$ cat src/hdl/prsc_pkg.sv
// shared constants and types of the power-on reset and standby controller
package prsc_pkg;

  // sequencer states
  typedef enum logic [1:0] {
    ST_POWER_WAIT,
    ST_LOAD,
    ST_RELEASE,
    ST_USER
  } prsc_state_type;

  // bit positions in the synchronised monitor vector
  localparam int unsigned SYNC_VCCINT_UP  = 0;
  localparam int unsigned SYNC_VCCIO_UP   = 1;
  localparam int unsigned SYNC_BELOW_PR   = 2;
  localparam int unsigned SYNC_BELOW_LP   = 3;
  localparam int unsigned SYNC_EXT_UP     = 4;
  localparam int unsigned SYNC_PLL_BASE   = 5;

  // reset values
  localparam prsc_state_type RST_STATE = ST_POWER_WAIT;
  localparam logic RST_IO_HIZ     = 1'b1;
  localparam logic RST_CFG_DONE   = 1'b0;
  localparam logic RST_USER_RSTN  = 1'b0;
  localparam logic RST_LOAD_START = 1'b0;
  localparam logic RST_BANDGAP_EN = 1'b1;
  localparam logic RST_MON_PR_EN  = 1'b1;
  localparam logic RST_OSC_EN     = 1'b1;
  localparam logic RST_PLL_EN     = 1'b1;
  localparam logic RST_BANK_EN    = 1'b1;
  localparam logic RST_CLK_NET_EN = 1'b0;
  localparam logic RST_INBUF_EN   = 1'b1;
  localparam logic RST_STANDBY    = 1'b0;
  localparam logic RST_WAKE_OPT   = 1'b0;
  localparam logic RST_SYNC       = 1'b0;

endpackage : prsc_pkg

$ cat src/hdl/prsc_sync_if.sv
// raw and cleaned monitor levels between the controller and its synchroniser
interface prsc_sync_if #(
  parameter int unsigned W = 8
);
  logic [W-1:0] raw;
  logic [W-1:0] clean;

  modport feed (output raw, input clean);
  modport filt (input raw, output clean);
endinterface : prsc_sync_if

$ cat src/hdl/prsc_por_standby_ctrl.sv
// power-on reset sequencer and standby power control
// How it works
// - all supplies past rise threshold start the flash configuration load
// - user I/Os stay high impedance until configuration has finished
// - optional user-mode monitor resets and restarts on core supply fall
// - bandgap off also turns off monitor, PLLs, oscillator, referenced buffers
// - bandgap may turn off only on 1.2 V core variants
// - PLL powers down only once all its output clocks are low
// - referenced and differential buffers switch off per bank at run time
// - each primary clock net has its own run-time enable
// - power guard switches off any input buffer, also in standby
// - oscillator can be disabled statically and turns off in standby
// - each PLL can be disabled statically and turns off in standby
// - with bandgap off a low-power monitor stays active and trips
// - regulator variants also watch the external supply
// - serial bus wake and standby requests stay quiet unless wake option set
module prsc_por_standby_ctrl
  import prsc_pkg::*;
#(
  parameter int unsigned NUM_PLL       = 2,
  parameter int unsigned NUM_BANK      = 4,
  parameter int unsigned NUM_CLK_NET   = 8,
  parameter int unsigned NUM_IN_BUF    = 8,
  parameter bit          CORE_1V2      = 1'b1,
  parameter bit          HAS_REGULATOR = 1'b0
) (
  input  wire logic                   i_ref_clk,
  input  wire logic                   i_rstn,
  input  wire logic                   i_vccint_up,
  input  wire logic                   i_vccio_up,
  input  wire logic                   i_vcc_ext_up,
  input  wire logic                   i_vccint_below_pr,
  input  wire logic                   i_vccint_below_lp,
  input  wire logic [NUM_PLL-1:0]     i_pll_outs_low,
  input  wire logic                   i_cfg_load_done,
  input  wire logic                   i_wake_opt_cfg,
  input  wire logic                   i_monitor_en,
  input  wire logic                   i_standby_req,
  input  wire logic                   i_bandgap_off_req,
  input  wire logic                   i_monitor_off_req,
  input  wire logic                   i_osc_static_off,
  input  wire logic [NUM_PLL-1:0]     i_pll_static_off,
  input  wire logic [NUM_BANK-1:0]    i_bank_ref_off,
  input  wire logic [NUM_CLK_NET-1:0] i_clk_net_en,
  input  wire logic [NUM_IN_BUF-1:0]  i_inbuf_guard,
  input  wire logic                   i_sbus_wake,
  input  wire logic                   i_sbus_stdby,
  output logic                        o_cfg_load_start,
  output logic                        o_io_hiz,
  output logic                        o_cfg_done,
  output logic                        o_user_rst_n,
  output logic                        o_standby,
  output logic                        o_bandgap_en,
  output logic                        o_monitor_pr_en,
  output logic                        o_osc_en,
  output logic [NUM_PLL-1:0]          o_pll_en,
  output logic [NUM_BANK-1:0]         o_bank_ref_en,
  output logic [NUM_CLK_NET-1:0]      o_clk_net_en,
  output logic [NUM_IN_BUF-1:0]       o_inbuf_en,
  output logic                        o_wake_to_pwr,
  output logic                        o_stdby_to_pwr
);

  localparam int unsigned SYNC_W = SYNC_PLL_BASE + NUM_PLL;

  prsc_state_type         state_q, state_d;
  logic                   load_start_q, load_start_d;
  logic                   io_hiz_q, io_hiz_d;
  logic                   cfg_done_q, cfg_done_d;
  logic                   user_rstn_q, user_rstn_d;
  logic                   stby_q, stby_d;
  logic                   bg_en_q, bg_en_d;
  logic                   mon_pr_q, mon_pr_d;
  logic                   osc_en_q, osc_en_d;
  logic [NUM_PLL-1:0]     pll_en_q, pll_en_d;
  logic [NUM_BANK-1:0]    bank_en_q, bank_en_d;
  logic [NUM_CLK_NET-1:0] net_en_q, net_en_d;
  logic [NUM_IN_BUF-1:0]  inbuf_q, inbuf_d;
  logic                   wake_opt_q, wake_opt_d;
  logic                   wake_out_q, wake_out_d;
  logic                   stdby_out_q, stdby_out_d;
  logic                   all_up;
  logic                   precise_on;
  logic                   trip;
  logic                   in_user;
  logic                   sbus_wake;
  logic                   sbus_stdby;
  logic [SYNC_W-1:0]      mon;

  prsc_sync_if #(.W(SYNC_W)) u_sync_bus ();

  assign u_sync_bus.raw = {i_pll_outs_low, i_vcc_ext_up, i_vccint_below_lp,
                           i_vccint_below_pr, i_vccio_up, i_vccint_up};
  assign mon = u_sync_bus.clean;

  prsc_sync3 #(.W(SYNC_W)) u_sync (
    .i_ref_clk (i_ref_clk),
    .i_rstn    (i_rstn),
    .sbus      (u_sync_bus.filt)
  );

  // supply checks
  always_comb begin
    all_up = mon[SYNC_VCCINT_UP] & mon[SYNC_VCCIO_UP]
             & (~HAS_REGULATOR | mon[SYNC_EXT_UP]);
    precise_on = bg_en_q & mon_pr_q;
    trip = (precise_on & i_monitor_en & mon[SYNC_BELOW_PR])
           | (~precise_on & mon[SYNC_BELOW_LP])
           | (HAS_REGULATOR & i_monitor_en & ~mon[SYNC_EXT_UP]);
    in_user = (state_q == ST_USER);
    sbus_wake = wake_opt_q & i_sbus_wake;
    sbus_stdby = wake_opt_q & i_sbus_stdby;
  end

  // power-up sequence
  always_comb begin
    state_d      = state_q;
    load_start_d = 1'b0;
    wake_opt_d   = wake_opt_q;
    unique case (state_q)
      ST_POWER_WAIT: begin
        if (all_up) begin
          state_d      = ST_LOAD;
          load_start_d = 1'b1;
        end
      end
      ST_LOAD: begin
        if (!all_up) begin
          state_d = ST_POWER_WAIT;
        end else if (i_cfg_load_done) begin
          state_d    = ST_RELEASE;
          wake_opt_d = i_wake_opt_cfg;
        end
      end
      ST_RELEASE: begin
        state_d = all_up ? ST_USER : ST_POWER_WAIT;
      end
      ST_USER: begin
        if (trip) begin
          state_d    = ST_POWER_WAIT;
          wake_opt_d = RST_WAKE_OPT;
        end
      end
    endcase
    io_hiz_d    = (state_d != ST_USER);
    cfg_done_d  = (state_d == ST_RELEASE) || (state_d == ST_USER);
    user_rstn_d = (state_d == ST_USER);
  end

  always_ff @(posedge i_ref_clk or negedge i_rstn) begin
    if (!i_rstn) begin
      state_q      <= RST_STATE;
      load_start_q <= RST_LOAD_START;
      wake_opt_q   <= RST_WAKE_OPT;
      io_hiz_q     <= RST_IO_HIZ;
      cfg_done_q   <= RST_CFG_DONE;
      user_rstn_q  <= RST_USER_RSTN;
    end else begin
      state_q      <= state_d;
      load_start_q <= load_start_d;
      wake_opt_q   <= wake_opt_d;
      io_hiz_q     <= io_hiz_d;
      cfg_done_q   <= cfg_done_d;
      user_rstn_q  <= user_rstn_d;
    end
  end

  // standby and power gating
  always_comb begin
    stby_d = in_user & (i_standby_req | sbus_stdby | (stby_q & ~sbus_wake));
    bg_en_d = ~(CORE_1V2 & stby_q & i_bandgap_off_req & (pll_en_q == '0));
    mon_pr_d = bg_en_d & ~(stby_q & i_monitor_off_req);
    osc_en_d = bg_en_d & ~i_osc_static_off & ~stby_q;
    for (int i = 0; i < NUM_PLL; i++) begin
      if (i_pll_static_off[i] | stby_q | ~bg_en_q) begin
        pll_en_d[i] = pll_en_q[i] & ~mon[SYNC_PLL_BASE+i];
      end else begin
        pll_en_d[i] = 1'b1;
      end
    end
    bank_en_d   = ~i_bank_ref_off & {NUM_BANK{bg_en_d}};
    net_en_d    = in_user ? i_clk_net_en : '0;
    inbuf_d     = ~i_inbuf_guard;
    wake_out_d  = sbus_wake;
    stdby_out_d = sbus_stdby;
  end

  always_ff @(posedge i_ref_clk or negedge i_rstn) begin
    if (!i_rstn) begin
      stby_q      <= RST_STANDBY;
      bg_en_q     <= RST_BANDGAP_EN;
      mon_pr_q    <= RST_MON_PR_EN;
      osc_en_q    <= RST_OSC_EN;
      pll_en_q    <= {NUM_PLL{RST_PLL_EN}};
      bank_en_q   <= {NUM_BANK{RST_BANK_EN}};
      net_en_q    <= {NUM_CLK_NET{RST_CLK_NET_EN}};
      inbuf_q     <= {NUM_IN_BUF{RST_INBUF_EN}};
      wake_out_q  <= RST_WAKE_OPT;
      stdby_out_q <= RST_WAKE_OPT;
    end else begin
      stby_q      <= stby_d;
      bg_en_q     <= bg_en_d;
      mon_pr_q    <= mon_pr_d;
      osc_en_q    <= osc_en_d;
      pll_en_q    <= pll_en_d;
      bank_en_q   <= bank_en_d;
      net_en_q    <= net_en_d;
      inbuf_q     <= inbuf_d;
      wake_out_q  <= wake_out_d;
      stdby_out_q <= stdby_out_d;
    end
  end

  assign o_cfg_load_start = load_start_q;
  assign o_io_hiz         = io_hiz_q;
  assign o_cfg_done       = cfg_done_q;
  assign o_user_rst_n     = user_rstn_q;
  assign o_standby        = stby_q;
  assign o_bandgap_en     = bg_en_q;
  assign o_monitor_pr_en  = mon_pr_q;
  assign o_osc_en         = osc_en_q;
  assign o_pll_en         = pll_en_q;
  assign o_bank_ref_en    = bank_en_q;
  assign o_clk_net_en     = net_en_q;
  assign o_inbuf_en       = inbuf_q;
  assign o_wake_to_pwr    = wake_out_q;
  assign o_stdby_to_pwr   = stdby_out_q;

  for (genvar g = 0; g < NUM_PLL; g++) begin : g_pll_chk

  end
endmodule : prsc_por_standby_ctrl

$ cat src/hdl/prsc_sync3.sv
// three-stage synchroniser with agreement filter for outside levels
module prsc_sync3
  import prsc_pkg::*;
#(
  parameter int unsigned W = 8
) (
  input  wire logic  i_ref_clk,
  input  wire logic  i_rstn,
  prsc_sync_if.filt  sbus
);

  logic [W-1:0] s1_q;
  logic [W-1:0] s2_q;
  logic [W-1:0] s3_q;
  logic [W-1:0] clean_q;
  logic [W-1:0] clean_d;

  // a bit changes only when stages two and three agree
  always_comb begin
    clean_d = clean_q;
    for (int i = 0; i < W; i++) begin
      if (s2_q[i] == s3_q[i]) begin
        clean_d[i] = s2_q[i];
      end
    end
  end

  always_ff @(posedge i_ref_clk or negedge i_rstn) begin
    if (!i_rstn) begin
      s1_q    <= {W{RST_SYNC}};
      s2_q    <= {W{RST_SYNC}};
      s3_q    <= {W{RST_SYNC}};
      clean_q <= {W{RST_SYNC}};
    end else begin
      s1_q    <= sbus.raw;
      s2_q    <= s1_q;
      s3_q    <= s2_q;
      clean_q <= clean_d;
    end
  end

  assign sbus.clean = clean_q;

endmodule : prsc_sync3

$ cat config.mk
export PLATFORM = sky130hd
export DESIGN_NAME = prsc_por_standby_ctrl
export DESIGN_NICKNAME = d
export VERILOG_FILES = /design/src/hdl/prsc_pkg.sv /design/src/hdl/prsc_sync_if.sv /design/src/hdl/prsc_por_standby_ctrl.sv /design/src/hdl/prsc_sync3.sv
export SDC_FILE = /design/constraint.sdc
export NUM_CORES = 1
export LEC_CHECK = 0
export BUFFER_PORTS_ARGS = -buffer_cell sky130_fd_sc_hd__buf_4
export CORE_MARGIN = 3
export CORE_UTILIZATION = 51
export DETAILED_ROUTE_END_ITERATION = 8
export PLACE_DENSITY = 0.93
export SYNTH_ARGS = -nofsm -noshare
export SYNTH_HDL_FRONTEND = slang
export SYNTH_SLANG_ARGS = --single-unit
$ cat constraint.sdc
create_clock -name i_ref_clk -period 2.42 [get_ports i_ref_clk]
set_input_delay 0.121 -clock i_ref_clk [delete_from_list [all_inputs] [get_ports i_ref_clk]]
set_output_delay 0.121 -clock i_ref_clk [all_outputs]
set_load 0.02 [all_outputs]
==> flow_metrics.env <==
export IMPL_slew_violations=0
export IMPL_chipHeight_um=66.9
export IMPL_synth_top_cell_by_area="dfrtp_1"
export IMPL_path_buf_inv=0
export IMPL_die_area_um2=4470
export IMPL_synth_flop_cell="dfrtp_1"
export IMPL_ios=72
export IMPL_clock_latency_ns=0.33
export IMPL_critPathTopFamily="flip-flops"
export IMPL_synth_edff_count=0
export IMPL_drtIter0Drc=59
export IMPL_cpPeakStageDelay_ns=0.65
export IMPL_tns_ns=0
export IMPL_rsz0062_at_grt="false"
export IMPL_most_common_layout_cells="70 x buf_4, 41 x dfrtp_1, 23 x dlygate4sd3_1, 18 x dfstp_2, 12 x inv_1"
export IMPL_start_kind="flop"
export IMPL_arrival_ns=1.47
export IMPL_power_switching_share_pct=21.7
export IMPL_cts_resized_gates=0
export IMPL_power_per_cell_area_nw_per_um2=785
export IMPL_routedWlPerCell_um=16.9
export IMPL_p_seq_share_pct=47.5
export IMPL_final_period_utilization_pct=52.7
export IMPL_finalSetupViolations=0
export IMPL_first_pass_iters=4
export IMPL_p_leak_nw=1.47
export IMPL_clock_tree_buffer_depth=2
export IMPL_min_period_ns=1.28
export IMPL_busiest_layer="met2"
export IMPL_dp_cells=237
export IMPL_worstMarginPinSlew_ns=0.679
export IMPL_grt_antenna_before_repair=0
export IMPL_post_cts_buffers=0
export IMPL_combPwrFrac_pct=9.3
export IMPL_cts_buffers=9
export IMPL_grt_pass1_wl_um=7110
export IMPL_grtUsageMet3_pct=10.3
export IMPL_synthesis_area_um2=1890
export IMPL_rr_worst_depth=3
export IMPL_final_common_cell="buf_4"
export IMPL_worstSetupPathType="reg2reg"
export IMPL_internal_power_mw=1.80
export IMPL_cts_clk_slew_worst_paths_ns=0.06
export IMPL_io_buffers=70
export IMPL_grt_overflow_total=0
export IMPL_grt_pass1_vias=1465
export IMPL_switchingPower_mw=0.497
export IMPL_rows=21
export IMPL_avgSynthCellArea_um2=15.4
export IMPL_routed_via_density=4.97
export IMPL_syn_nets=163
export IMPL_final_nets=265
export IMPL_synthDistinctLibCells=25
export IMPL_r2r_start="state_q[0]"
export IMPL_fp_coreArea_um2=3440
export IMPL_track_usage_pct=23.0
export IMPL_use_met1_pct=25.8
export IMPL_synth_cells=123
export IMPL_timing_fmax_mhz=784
export IMPL_synth_seq_cells=59
export IMPL_hold_class="in2reg"
export IMPL_yosysTopAreaCellShare_pct=54.3
export IMPL_grt_start_max_net_pins=60
export IMPL_antenna_left=0
export IMPL_syn_to_final_growth_pct=54.6
export IMPL_fin_cells=276
export IMPL_outcome="finished, final reports clean"
export IMPL_crit_start="state_q[0]"
export IMPL_hold_viol_final=0
export IMPL_holdWs_ns=0.0436
export IMPL_clockRootBuffer="clkbuf_8"
export IMPL_crit_chain="and3b_2 > nand2_1 > nand3_1"
export IMPL_grt_use_met2_pct=38.1
export IMPL_gp_congestion=0.660
export IMPL_ys_seq_area_share_pct=79.3
export IMPL_num_antenna_cells=0
export IMPL_ys_warn_count=0
export IMPL_start_util_pct=54.9
export IMPL_cp_end_kind="flop"
export IMPL_maxCapViolations=0
export IMPL_postSynth_asyncResetShare_pct=100
export IMPL_ir_drop_v=0.000613
export IMPL_crit_required_ns=2.61
export IMPL_route_vias_total=1371
export IMPL_r2r_slack_ns=1.14
export IMPL_cp_slowest_cell="dfrtp_1"
export IMPL_cts_tree="yes"
export IMPL_clock_power_share_pct=43.2
export IMPL_worstReg2RegEnd="o_cfg_done"
export IMPL_skew_ns=0.0108
export IMPL_h_tree_depth=3
export IMPL_cts_sinks=59
export IMPL_synthTopCellsByArea="dfrtp_1 54%, dfstp_2 25%, maj3_1 3.2%"
export IMPL_fp_dieW_um=66.9
export IMPL_drt_total_wl_um=4660
export IMPL_crit_fanout=17
export IMPL_drive_above_1_share_pct=47.4
export IMPL_fin_util_pct=84.8
export IMPL_max_slew_margin_pct=54.8
export IMPL_cp_endpoint="o_cfg_done"
export IMPL_drc_errors=0
export IMPL_hpwl_um=2620
export IMPL_cp_depth=3
[power groups by stage]
| stage | combinational (mW) | clock [mW] | sequential, mW |
|---|---|---|---|
| final | 0.214 | 0.990 | 1.09 |
| after global routing | 0.230 | 1.07 | 1.09 |
| after CTS | 0.211 | 1.01 | 1.09 |
| after detailed placement | 0.179 | 0 | 1.10 |
| after global placement | 0.170 | 0 | 1.10 |
| after floorplan | 0.0455 | 0 | 1.12 |
[per-stage QoR]
step	worst slack, ns	power [mW]	area (um^2)
2_1_floorplan	1.23	1.17	1890
3_3_place_gp	1.26	1.27	2460
3_5_place_dp	1.21	1.28	2460
4_1_cts	1.17	2.31	2920
5_1_grt	1.06	2.39	2920
6_report	1.14	2.29	2920
[worst min-delay path by stage]
| stage | start | end | depth (start not counted) |
|---|---|---|---|
| after floorplan | i_rstn | o_cfg_done | 0 |
| after global placement | i_rstn | o_wake_to_pwr | 1 |
| after detailed placement | i_rstn | o_wake_to_pwr | 1 |
| after CTS | i_clk_net_en[1] | o_clk_net_en[1] | 2 |
| after global routing | i_clk_net_en[2] | o_clk_net_en[2] | 2 |
| final | i_clk_net_en[3] | o_clk_net_en[3] | 2 |
[flip-flops by register name, indices dropped and copies added (netlist names), 2 cells and up]
signal	cells
o_clk_net_en	8
o_inbuf_en	8
u_sync.s1_q	6
u_sync.s2_q	6
u_sync.s3_q	6
u_sync.sbus.clean	6
o_bank_ref_en	4
o_pll_en	2
state_q	2
[cell type report]
cell class                      instances  area [um^2]
Tap cell                               46         57.6
Clock inverter                          5         75.1
Inverter                               12         45.0
Multi-Input combinational cell         50          337
Fill cell                             162          522
Clock buffer                           11          151
Sequential cell                        59         1500
Timing Repair Buffer                   93          756
[repair_timing]
item | CTS | global route
endpoints found under the hold margin | 63 | 0
hold buffers | 23 | 0
endpoints found under the setup margin | 0 | 0
[per-layer routing]
layer	vias to the layer above	routed length [um]
met1	653	1750
met5	-	0
li1	616	-
met3	12	545
met2	90	2270
met4	0	97
[cells in the mapped netlist, drive strengths merged, types with 2 or more instances]
cell type	instances
nand4	3
o22ai	2
dfstp	18
and3	9
dfrtp	41
inv	12
nor3	2
o21a	2
o21ai	3
and2	2
maj3	6
nand3	3
nand2	5
nor2	5
[kinds of logic (layout without fill, tap and decap cells)]
group           Yosys count  in the layout  share of synthesized area, %
compound gates           10             10                          4.11
buf+inv                  14            121                          2.85
simple gates             33             33                          9.74
fa+ha+maj                 6              6                          3.18
mux                       1              1                         0.794
flops                    59             59                          79.3
(Power assumes the default switching activity.)
